**config.mk**
```make
export PLATFORM = sky130hd
export DESIGN_NAME = rtcac_top
export DESIGN_NICKNAME = d
export VERILOG_FILES = /design/src/core/rtcac_pkg.sv /design/src/core/rtcac_tmr_if.sv /design/src/core/rtcac_top.sv /design/src/core/rtcac_countdown.sv
export SDC_FILE = /design/constraint.sdc
export NUM_CORES = 1
export LEC_CHECK = 0
export BUFFER_PORTS_ARGS = -buffer_cell sky130_fd_sc_hd__buf_2
export CAP_MARGIN = 20
export CORE_ASPECT_RATIO = 0.75
export CORE_UTILIZATION = 55
export CTS_CLUSTER_SIZE = 10
export DETAILED_ROUTE_END_ITERATION = 16
export PLACE_DENSITY = 0.8
export SLEW_MARGIN = 20
export SYNTH_ARGS = -nofsm -noshare
export SYNTH_HDL_FRONTEND = slang
export SYNTH_HIERARCHICAL = 1
export SYNTH_SLANG_ARGS = --single-unit
```
**constraint.sdc**
```tcl
create_clock -name clk -period 2.2 [get_ports clk]
set_input_delay 0.22 -clock clk [delete_from_list [all_inputs] [get_ports clk]]
set_output_delay 0.22 -clock clk [all_outputs]
set_load 0.05 [all_outputs]
```
**src/core/rtcac_pkg.sv**
```systemverilog
package rtcac_pkg;
   // register offsets on the register port
   localparam logic [7:0] RTCAC_SEC_MATCH_ADDR  = 8'h0b;
   localparam logic [7:0] RTCAC_MIN_MATCH_ADDR  = 8'h0c;
   localparam logic [7:0] RTCAC_HOUR_MATCH_ADDR = 8'h0d;
   localparam logic [7:0] RTCAC_DAY_MATCH_ADDR  = 8'h0e;
   localparam logic [7:0] RTCAC_WDAY_MATCH_ADDR = 8'h0f;
   localparam logic [7:0] RTCAC_CD_VALUE_ADDR   = 8'h10;
   localparam logic [7:0] RTCAC_CD_CTRL_ADDR    = 8'h11;
   // alarm fields, second through weekday
   localparam int         RTCAC_NUM_FIELDS      = 5;
   localparam int         RTCAC_MATCH_DIS_BIT   = 7;
   localparam logic [7:0] RTCAC_MATCH_RST       = 8'h80;
   // writable bits per field, listed weekday, day, hour, min, sec
   localparam logic [RTCAC_NUM_FIELDS-1:0][7:0] RTCAC_MATCH_WMASK = {8'h87, 8'hbf, 8'hbf, 8'hff, 8'hff};
   // countdown registers
   localparam logic [7:0] RTCAC_CD_VALUE_RST    = 8'h00;
   localparam logic [7:0] RTCAC_CD_CTRL_RST     = 8'h18;
   localparam logic [7:0] RTCAC_CD_CTRL_WMASK   = 8'h1f;
   localparam int         RTCAC_SRC_LO          = 3;
   localparam int         RTCAC_SRC_HI          = 4;
   localparam int         RTCAC_RUN_BIT         = 2;
   localparam int         RTCAC_IE_BIT          = 1;
   localparam int         RTCAC_STYLE_BIT       = 0;
   localparam logic [7:0] RTCAC_CD_ONE          = 8'h01;
   localparam logic [7:0] RTCAC_CD_ZERO         = 8'h00;
   // timebase strobe lanes, same order as the source codes
   localparam int         RTCAC_NUM_TICKS       = 4;
   localparam int         RTCAC_TICK_64HZ       = 1;
   // source select codes, in the register's encoding order
   typedef enum logic [1:0] {
      RTCAC_SRC_4096HZ,
      RTCAC_SRC_64HZ,
      RTCAC_SRC_1HZ,
      RTCAC_SRC_60S
   } rtcac_src_e;
endpackage

```
**src/core/rtcac_tmr_if.sv**
```systemverilog
`timescale 1ns/1ps
`default_nettype none
interface rtcac_tmr_if;
   import rtcac_pkg::*;
   logic [7:0] reload;    // stored reload value
   rtcac_src_e src_sel;   // countdown source
   logic       run;       // countdown enabled
   logic       reload_wr; // reload value just written
   logic       flag_clr;  // software clear of the flag
   logic [7:0] count;     // live countdown value
   logic       flag;      // sticky expiry flag
   logic       pulse;     // expiry pulse for pulse style
   modport ctl (output reload, src_sel, run, reload_wr, flag_clr, input count, flag, pulse);
   modport tmr (input reload, src_sel, run, reload_wr, flag_clr, output count, flag, pulse);
endinterface // rtcac_tmr_if
`default_nettype wire

```
**src/core/rtcac_top.sv**
```systemverilog
`timescale 1ns/1ps
`default_nettype none
module rtcac_top
   import rtcac_pkg::*;
(
   input  wire logic                       clk,                  // core clock, 250 MHz
   input  wire logic                       rst_b,                // async reset, low
   input  wire logic                       ce,                   // clock enable
   input  wire logic [7:0]                 reg_addr,             // register offset
   input  wire logic [7:0]                 reg_wdata,            // write data
   input  wire logic                       reg_wr,               // write strobe
   output logic      [7:0]                 reg_rdata,            // read data, one cycle late
   input  wire logic [7:0]                 cur_sec,              // calendar seconds, BCD
   input  wire logic [7:0]                 cur_min,              // calendar minutes, BCD
   input  wire logic [7:0]                 cur_hour,             // calendar hours, BCD
   input  wire logic [7:0]                 cur_day,              // calendar day, BCD
   input  wire logic [7:0]                 cur_wday,             // calendar weekday
   input  wire logic                       cal_update,           // calendar just advanced
   input  wire logic [RTCAC_NUM_TICKS-1:0] src_tick,             // countdown source strobes
   input  wire logic                       alarm_irq_enable,     // alarm drives interrupt
   input  wire logic                       alarm_flag_clear,     // clear alarm flag
   input  wire logic                       countdown_flag_clear, // clear countdown flag
   output logic                            alarm_flag,           // sticky alarm flag
   output logic                            countdown_flag,       // sticky countdown flag
   output logic                            int_o,                // interrupt pin drive level
   output logic                            int_oe                // interrupt pin pulls low
);
   rtcac_tmr_if tif ();

   logic [RTCAC_NUM_FIELDS-1:0][7:0] match_q;      // second..weekday match registers
   logic [RTCAC_NUM_FIELDS-1:0][7:0] next_match;   // next match registers
   logic [RTCAC_NUM_FIELDS-1:0][7:0] cur_field;    // calendar fields in same order
   logic [RTCAC_NUM_FIELDS-1:0]      field_hit;    // field matches or is ignored
   logic [RTCAC_NUM_FIELDS-1:0]      field_dis;    // field disable bits
   logic [7:0]                       cd_value;     // countdown reload value
   logic [7:0]                       next_cd_value; // next reload value
   logic [7:0]                       cd_ctrl;      // countdown control
   logic [7:0]                       next_cd_ctrl; // next control
   logic                             value_wr;     // reload value write seen
   logic                             next_value_wr; // next write marker
   logic [7:0]                       next_rdata;   // next read data
   logic                             all_hit;      // every enabled field matches
   logic                             match_prev;   // match state at previous update
   logic                             next_match_prev; // next match state
   logic                             next_alarm_flag; // next alarm flag
   logic                             irq_req;      // interrupt wanted
   logic                             next_int_oe;  // next pin enable
   logic                             cd_irq;       // countdown interrupt term

   // packed so index i lines up with match register i
   assign cur_field = {cur_wday, cur_day, cur_hour, cur_min, cur_sec};

   // per-field compare; hour is compared on the stored bits in either hour mode
   generate
      for (genvar i = 0; i < RTCAC_NUM_FIELDS; i++) begin : g_field
         assign field_dis[i] = match_q[i][RTCAC_MATCH_DIS_BIT];
         assign field_hit[i] = field_dis[i] ||
            ((match_q[i] & RTCAC_MATCH_WMASK[i] & ~RTCAC_MATCH_RST) ==
             (cur_field[i] & RTCAC_MATCH_WMASK[i] & ~RTCAC_MATCH_RST));
      end
   endgenerate

   // ignored fields count as hits so they never hold back the rest
   // with every field disabled there is no alarm at all
   assign all_hit = (&field_hit) && !(&field_dis);

   // register writes; reserved bits are masked so they read zero
   always_comb begin
      next_match    = match_q;
      next_cd_value = cd_value;
      next_cd_ctrl  = cd_ctrl;
      next_value_wr = 1'b0;
      // unmapped offsets fall through and change nothing
      if (reg_wr) begin
         if (reg_addr == RTCAC_SEC_MATCH_ADDR) begin
            next_match[0] = reg_wdata & RTCAC_MATCH_WMASK[0];
         end else if (reg_addr == RTCAC_MIN_MATCH_ADDR) begin
            next_match[1] = reg_wdata & RTCAC_MATCH_WMASK[1];
         end else if (reg_addr == RTCAC_HOUR_MATCH_ADDR) begin
            next_match[2] = reg_wdata & RTCAC_MATCH_WMASK[2];
         end else if (reg_addr == RTCAC_DAY_MATCH_ADDR) begin
            next_match[3] = reg_wdata & RTCAC_MATCH_WMASK[3];
         end else if (reg_addr == RTCAC_WDAY_MATCH_ADDR) begin
            next_match[4] = reg_wdata & RTCAC_MATCH_WMASK[4];
         end else if (reg_addr == RTCAC_CD_VALUE_ADDR) begin
            next_cd_value = reg_wdata;
            next_value_wr = 1'b1;
         end else if (reg_addr == RTCAC_CD_CTRL_ADDR) begin
            next_cd_ctrl = reg_wdata & RTCAC_CD_CTRL_WMASK;
         end
      end
   end

   // register storage
   always_ff @(posedge clk or negedge rst_b) begin
      if (!rst_b) begin
         match_q  <= {RTCAC_NUM_FIELDS{RTCAC_MATCH_RST}};
         cd_value <= RTCAC_CD_VALUE_RST;
         cd_ctrl  <= RTCAC_CD_CTRL_RST;
         value_wr <= 1'b0;
      end else if (ce) begin
         match_q  <= next_match;
         cd_value <= next_cd_value;
         cd_ctrl  <= next_cd_ctrl;
         value_wr <= next_value_wr;
      end
   end

   // read mux; the value register returns the live count, not the reload
   always_comb begin
      next_rdata = 8'h00;
      if (reg_addr == RTCAC_SEC_MATCH_ADDR) begin
         next_rdata = match_q[0];
      end else if (reg_addr == RTCAC_MIN_MATCH_ADDR) begin
         next_rdata = match_q[1];
      end else if (reg_addr == RTCAC_HOUR_MATCH_ADDR) begin
         next_rdata = match_q[2];
      end else if (reg_addr == RTCAC_DAY_MATCH_ADDR) begin
         next_rdata = match_q[3];
      end else if (reg_addr == RTCAC_WDAY_MATCH_ADDR) begin
         next_rdata = match_q[4];
      end else if (reg_addr == RTCAC_CD_VALUE_ADDR) begin
         next_rdata = tif.count;
      end else if (reg_addr == RTCAC_CD_CTRL_ADDR) begin
         next_rdata = cd_ctrl;
      end
   end

   // read data register
   always_ff @(posedge clk or negedge rst_b) begin
      if (!rst_b) begin
         reg_rdata <= 8'h00;
      end else if (ce) begin
         reg_rdata <= next_rdata;
      end
   end

   // alarm flag: set on a rising match sampled at each calendar update
   always_comb begin
      next_match_prev = match_prev;
      next_alarm_flag = alarm_flag;
      // clear first so that a set in the same cycle wins
      if (alarm_flag_clear) begin
         next_alarm_flag = 1'b0;
      end
      if (cal_update) begin
         next_match_prev = all_hit;
         // a match that only persists does not set it again
         if (all_hit && !match_prev) begin
            next_alarm_flag = 1'b1;
         end
      end
   end

   // alarm state
   always_ff @(posedge clk or negedge rst_b) begin
      if (!rst_b) begin
         match_prev <= 1'b0;
         alarm_flag <= 1'b0;
      end else if (ce) begin
         match_prev <= next_match_prev;
         alarm_flag <= next_alarm_flag;
      end
   end

   // countdown control into the timer
   assign tif.reload    = cd_value;
   assign tif.src_sel   = rtcac_src_e'(cd_ctrl[RTCAC_SRC_HI:RTCAC_SRC_LO]);
   assign tif.run       = cd_ctrl[RTCAC_RUN_BIT];
   // a written value restarts the count on the next edge
   assign tif.reload_wr = value_wr;
   assign tif.flag_clr  = countdown_flag_clear;

   rtcac_countdown u_countdown (
      .clk      (clk),
      .rst_b    (rst_b),
      .ce       (ce),
      .src_tick (src_tick),
      .tif      (tif)
   );

   assign countdown_flag = tif.flag;

   // countdown term: level follows the flag, pulse style uses the expiry pulse
   assign cd_irq  = cd_ctrl[RTCAC_IE_BIT] &&
                    (cd_ctrl[RTCAC_STYLE_BIT] ? tif.pulse : tif.flag);
   assign irq_req = (alarm_irq_enable && alarm_flag) || cd_irq;

   // open-drain pin: registered so the enable is glitch free
   always_comb begin
      next_int_oe = irq_req;
   end

   // pin enable register
   always_ff @(posedge clk or negedge rst_b) begin
      if (!rst_b) begin
         int_oe <= 1'b0;
      end else if (ce) begin
         int_oe <= next_int_oe;
      end
   end

   // the pin is only ever pulled low
   // limitation: no push-pull option, the pin needs its pull-up
   assign int_o = 1'b0;

   // disable bit set ignores the field entirely
   AST_FIELD_DIS: assert property (@(posedge clk) disable iff (!rst_b)
      match_q[0][RTCAC_MATCH_DIS_BIT] |-> field_hit[0])
      else $error("disabled second field still gates the alarm");
   // reserved bit 6 of hour and day reads back zero
   AST_RSVD_ZERO: assert property (@(posedge clk) disable iff (!rst_b)
      ce && (reg_addr == RTCAC_HOUR_MATCH_ADDR || reg_addr == RTCAC_DAY_MATCH_ADDR) |=> reg_rdata[6] == 1'b0)
      else $error("reserved bit 6 reads nonzero");
   // weekday upper bits read zero
   AST_WDAY_ZERO: assert property (@(posedge clk) disable iff (!rst_b)
      ce && reg_addr == RTCAC_WDAY_MATCH_ADDR |=> reg_rdata[6:3] == 4'h0)
      else $error("weekday unused bits read nonzero");
   // a fresh full match at an update sets the flag next cycle
   AST_ALM_SET: assert property (@(posedge clk) disable iff (!rst_b)
      ce && cal_update && all_hit && !match_prev |=> alarm_flag)
      else $error("alarm flag not set on first match");
   // flag rises only from an update
   AST_ALM_CAUSE: assert property (@(posedge clk) disable iff (!rst_b)
      $rose(alarm_flag) |-> $past(ce) && $past(cal_update) && $past(all_hit) && !$past(match_prev))
      else $error("alarm flag rose without a new match");
   // flag stays until cleared
   AST_ALM_HOLD: assert property (@(posedge clk) disable iff (!rst_b)
      alarm_flag && !alarm_flag_clear |=> alarm_flag)
      else $error("alarm flag dropped without a clear");
   // enabled alarm flag pulls the pin within one cycle
   AST_INT_ALARM: assert property (@(posedge clk) disable iff (!rst_b)
      ce && alarm_irq_enable && alarm_flag |=> int_oe)
      else $error("alarm did not drive interrupt");
   // countdown interrupt disabled and no alarm leaves the pin free
   AST_INT_CD_OFF: assert property (@(posedge clk) disable iff (!rst_b)
      ce && !cd_ctrl[RTCAC_IE_BIT] && !(alarm_irq_enable && alarm_flag) |=> !int_oe)
      else $error("interrupt driven while sources disabled");
   // level style follows the countdown flag
   AST_INT_LEVEL: assert property (@(posedge clk) disable iff (!rst_b)
      ce && cd_ctrl[RTCAC_IE_BIT] && !cd_ctrl[RTCAC_STYLE_BIT] && tif.flag |=> int_oe)
      else $error("level style did not follow countdown flag");
   // the checks below treat a low clock enable as a held state
   // a minute write lands whole
   AST_WR_MIN: assert property (@(posedge clk) disable iff (!rst_b)
      ce && reg_wr && reg_addr == RTCAC_MIN_MATCH_ADDR |=> match_q[1] == $past(reg_wdata))
      else $error("minute match write lost");
   // an hour write keeps bit 6 clear in either hour mode
   AST_WR_HOUR: assert property (@(posedge clk) disable iff (!rst_b)
      ce && reg_wr && reg_addr == RTCAC_HOUR_MATCH_ADDR
      |=> match_q[2] == ($past(reg_wdata) & RTCAC_MATCH_WMASK[2]))
      else $error("hour match write wrong");
   // the reload value is stored as written
   AST_WR_VALUE: assert property (@(posedge clk) disable iff (!rst_b)
      ce && reg_wr && reg_addr == RTCAC_CD_VALUE_ADDR |=> cd_value == $past(reg_wdata))
      else $error("reload value write lost");
   // unused control bits read zero
   AST_CTRL_RSVD: assert property (@(posedge clk) disable iff (!rst_b)
      ce && reg_addr == RTCAC_CD_CTRL_ADDR |=> reg_rdata[7:5] == 3'h0)
      else $error("unused control bits read nonzero");
   // each update records the compare result
   AST_MATCH_PREV: assert property (@(posedge clk) disable iff (!rst_b)
      ce && cal_update |=> match_prev == $past(all_hit))
      else $error("match state not recorded at update");
   // a match that only persists never sets a cleared flag
   AST_ALM_PERSIST: assert property (@(posedge clk) disable iff (!rst_b)
      ce && cal_update && match_prev && !alarm_flag |=> !alarm_flag)
      else $error("alarm flag set by a persisting match");
   // with every field disabled the flag cannot rise
   AST_ALM_NONE: assert property (@(posedge clk) disable iff (!rst_b)
      ce && cal_update && (&field_dis) && !alarm_flag |=> !alarm_flag)
      else $error("alarm flag set with all fields disabled");
   // pulse style: the countdown flag alone does not hold the pin
   AST_INT_PULSE: assert property (@(posedge clk) disable iff (!rst_b)
      ce && cd_ctrl[RTCAC_STYLE_BIT] && !tif.pulse && !(alarm_irq_enable && alarm_flag) |=> !int_oe)
      else $error("pulse style held the pin");
   // an enabled second field with differing value blocks the match
   AST_SEC_HIT: assert property (@(posedge clk) disable iff (!rst_b)
      !field_dis[0] && match_q[0][RTCAC_MATCH_DIS_BIT-1:0] != cur_sec[RTCAC_MATCH_DIS_BIT-1:0] |-> !field_hit[0])
      else $error("second field matched a different value");
endmodule // rtcac_top
`default_nettype wire

```
**src/core/rtcac_countdown.sv**
```systemverilog
`timescale 1ns/1ps
`default_nettype none
module rtcac_countdown
   import rtcac_pkg::*;
(
   input  wire logic                       clk,      // core clock
   input  wire logic                       rst_b,    // async reset, low
   input  wire logic                       ce,       // clock enable
   input  wire logic [RTCAC_NUM_TICKS-1:0] src_tick, // timebase strobes
   rtcac_tmr_if.tmr                        tif       // control and status
);
   logic [7:0] count;      // countdown value
   logic       flag;       // expiry flag
   logic       pulse;      // expiry pulse
   logic [7:0] next_count; // next countdown value
   logic       next_flag;  // next flag
   logic       next_pulse; // next pulse
   logic       sel_tick;   // selected source strobe
   logic       end_tick;   // strobe that ends the pulse
   logic       expire;     // decrement from one this cycle

   // pulse ends on the next fast strobe; slow sources use the 64 Hz lane
   assign sel_tick = src_tick[tif.src_sel];
   assign end_tick = (tif.src_sel == RTCAC_SRC_4096HZ) ? src_tick[RTCAC_SRC_4096HZ] : src_tick[RTCAC_TICK_64HZ];

   // next countdown state
   always_comb begin
      next_count = count;
      next_flag  = flag;
      next_pulse = pulse;
      expire     = 1'b0;
      if (!tif.run) begin
         next_count = RTCAC_CD_ZERO;
      end else if (tif.reload == RTCAC_CD_ZERO) begin
         next_count = RTCAC_CD_ZERO;
      end else if (count == RTCAC_CD_ZERO || tif.reload_wr) begin
         // fresh start or new value takes effect at once
         next_count = tif.reload;
      end else if (sel_tick) begin
         if (count == RTCAC_CD_ONE) begin
            next_count = tif.reload;
            expire     = 1'b1;
         end else begin
            next_count = count - RTCAC_CD_ONE;
         end
      end
      // expiry wins over a clear in the same cycle
      if (expire) begin
         next_flag = 1'b1;
      end else if (tif.flag_clr) begin
         next_flag = 1'b0;
      end
      if (expire) begin
         next_pulse = 1'b1;
      end else if (end_tick) begin
         next_pulse = 1'b0;
      end
   end

   // state registers, frozen while ce is low
   always_ff @(posedge clk or negedge rst_b) begin
      if (!rst_b) begin
         count <= RTCAC_CD_ZERO;
         flag  <= 1'b0;
         pulse <= 1'b0;
      end else if (ce) begin
         count <= next_count;
         flag  <= next_flag;
         pulse <= next_pulse;
      end
   end

   assign tif.count = count;
   assign tif.flag  = flag;
   assign tif.pulse = pulse;

   // a stopped timer holds zero
   AST_CD_STOP: assert property (@(posedge clk) disable iff (!rst_b)
      ce && !tif.run |=> count == RTCAC_CD_ZERO)
      else $error("countdown not cleared while stopped");
   // decrement from one reloads and flags
   AST_CD_EXPIRE: assert property (@(posedge clk) disable iff (!rst_b)
      ce && tif.run && tif.reload != RTCAC_CD_ZERO && !tif.reload_wr && sel_tick && count == RTCAC_CD_ONE
      |=> flag && count == $past(tif.reload))
      else $error("countdown expiry did not reload and flag");
   // one step per selected strobe
   AST_CD_STEP: assert property (@(posedge clk) disable iff (!rst_b)
      ce && tif.run && tif.reload != RTCAC_CD_ZERO && !tif.reload_wr && sel_tick && count > RTCAC_CD_ONE
      |=> count == $past(count) - RTCAC_CD_ONE)
      else $error("countdown did not step by one");
   // zero reload halts
   AST_CD_HALT: assert property (@(posedge clk) disable iff (!rst_b)
      ce && tif.reload == RTCAC_CD_ZERO |=> count == RTCAC_CD_ZERO && !$rose(flag))
      else $error("countdown ran with zero reload");
endmodule // rtcac_countdown
`default_nettype wire

```
==> results.cfg <==
[timing]
setup_tns_ps = 0
holdWs_ps = 143
rsz0062_at_grt = no
worst_slack_ps = 108
slew_viol_final = 0
tightest_slew_ps = 569
slew_headroom = 0.620
setup_violations = 0
period_share = 0.951
finalHoldViolCount = 0
clock_skew_ps = 6.85
max_freq_ghz = 0.478
period_needed_ps = 2090

[floorplanning]
floorplan.initialDensity = 0.584
dieArea_um2 = 7780
fp.dieW_um = 101
die-height_um = 76.6
row_count = 26
pin_count = 80
core_area_um2 = 6990

[global_routing]
grt_max_degree = 60
grtUsageTotal = 0.282
grt_pass1_wl_mm = 16.2
grt_pass1_vias = 3068
antenna_found_initial = 0
grt_overflow = 0

[worst_setup_path]
cp_cell_sequence = xor2_1, nor4_1, a31oi_1, or4_1, o41ai_1
cp_max_fo = 3
slowest_delay_ps = 580
crit_slowest_cell = or4_1
start_kind = flip-flop
worstSetupEndpointType = flip-flop
required_ps = 2440
cp.arrival_ps = 2330
worstSetupPathType = reg -> reg

[power]
power.static_leakage_nw = 2.24
finalPower_mw = 2.63
powerDensity_nw_per_um2 = 545
irDropWorstVdd_mv = 0.409

[finish]
n_antenna_cell = 0
nNetsFinal = 509
final_cell_mix = buf_2 (67), dfrtp_1 (62), mux2_2 (36), xor2_1 (19), buf_4 (19)
drive_gt1_frac = 0.420
final_common_cell = buf_2
layout-area-overhead-vs-synth_pct = 18.0

[route]
viasPerCell = 5.83
first_pass_iters = 5
vias = 3154
ant_nets = 0
wl_mm = 10.3
wl_per_cell_um = 19.0
initialDrtViolationCount = 406
drc_errors = 0

[yosys]
avgSynthCellArea_um2 = 11.6
synth_edf_count = 0
synthFlopType = dfrtp_1
synth-seq-cells = 69
synth_fp_nets = 424
synth_area_leaders = dfrtp_1 (38%), mux2_2 (9.9%), mux2_4 (4.8%), dfstp_2 (4.5%), xor2_1 (4.1%)
synth_top_area_share = 0.380
yosysWarnings = 6
yosys.area.top_type = dfrtp_1
ys_types = 70
ys_seq_area_frac = 0.425
synth_area_um2 = 4080
synthArstFlopShare = 1.00
netlist_instances = 353

[job]
drv_cap = 0

[min_path]
min_path_type = in -> reg

[clock_network]
cts_made_buffers = 9
htree_levels = 3
cts_max_path_buffers = 2
cts_tree = yes
root_buffer = clkbuf_8
clkLatencyLatePin_ps = 340
clk_pin_slew_ps = 70
clkSinkCount = 69

[placed_design]
post-dp-hpwl_mm = 7.91
gp_congestion = 0.911
port_buffers = 67
post-place-ws_ps = 74.4

[run_status]
status = finished clean
routing by layer:
metal / up-vias / share of wire / GRT usage
met5: - / 0 / 0
met4: 0 / 0.0091 / 0.0638
met1: 1527 / 0.48 / 0.427
met2: 142 / 0.44 / 0.412
li1: 1476 / - / -
met3: 9 / 0.065 / 0.0587
what timing repair did:
action,4_1_cts,5_1_grt
buffers inserted,0,4
resized for setup,0,0
hold buffers,1,0
setup endpoints to repair,0,1
hold endpoints to repair,10,0
cell families after synthesis:
family,synth area share
simple gates,0.131
flops,0.425
compound gates,0.136
mux,0.198
buf+inv,0.0374
xor+xnor,0.0622
fa+ha+maj,0.00919
other cells,0.000919
critical path, delay by kind of cell (launching register included):
family	cells	cell delay (ps)
compound gates	2	480
xor+xnor	1	170
flops	1	410
simple gates	2	930
power breakdown:
| part | leakage [nW] | internal (mW) | switching, mW |
|---|---|---|---|
| Sequential | 0.930 | 1.30 | 0.0290 |
| Clock | 0.0964 | 0.551 | 0.461 |
| Combinational | 1.21 | 0.122 | 0.165 |
| Total | 2.24 | 1.97 | 0.654 |
area by class of cell:
class                           instances  area [um^2]
Clock buffer                           12          145
Tap cell                               98          123
Sequential cell                        69         1740
Timing Repair Buffer                   88          508
Inverter                               17         63.8
Clock inverter                          4         47.5
Multi-Input combinational cell        253         2190
Fill cell                             535         2180
Yosys cell counts, types with 2 or more instances:
cell,n
a31oi_1,5
xnor2_1,10
mux2i_1,16
nor3_2,2
nor2_1,13
buf_6,4
o221ai_1,5
nor2b_1,7
ha_1,3
mux2_2,36
xor2_1,19
a22oi_1,2
clkbuf_1,7
inv_1,17
o22ai_1,4
a41oi_1,3
nand4_1,5
nor4_1,5
nand2_1,15
buf_2,2
nor4_2,2
a21oi_1,7
o21ai_0,15
dfrtp_1,62
nand3_1,6
a2bb2oi_1,4
mux2_4,13
dfstp_2,7
nor3_1,9
o221ai_2,5
or3_1,4
state kept, by name, summed over array words and instances, names as in the netlist, 5 cells and up:
signal / count
reg_rdata: 8
match_q: 29
cd_ctrl: 5
field_dis: 5
cd_value: 8
u_countdown/tif.count: 8
through the flow:
| step | util | instance area, um^2 | instances |
|---|---|---|---|
| 6_report | 0.689 | 4820 | 541 |
| 5_1_grt | 0.689 | 4820 | 541 |
| 4_1_cts | 0.684 | 4790 | 537 |
| 3_5_place_dp | 0.655 | 4580 | 520 |
| 3_3_place_gp | 0.655 | 4580 | 520 |
| 2_1_floorplan | - | 4080 | 353 |
final timing paths:
check,slack (ps),startpoint,end,cells after the start
worst min-delay path,140,countdown_flag_clear,u_countdown/tif.flag$_DFFE_PN0P_,4
min in group asynchronous,290,rst_b,match_prev$_DFFE_PN0P_,2
worst max register to register,110,match_q[16]$_DFFE_PN0P_,alarm_flag$_DFFE_PN0P_,5
worst max-delay path,110,match_q[16]$_DFFE_PN0P_,alarm_flag$_DFFE_PN0P_,5
max in group asynchronous,1270,rst_b,field_dis[1]$_DFFE_PN1P_,3
worst min register to register,470,match_prev$_DFFE_PN0P_,alarm_flag$_DFFE_PN0P_,1
Note: power is estimated with default switching activity, not from simulation.
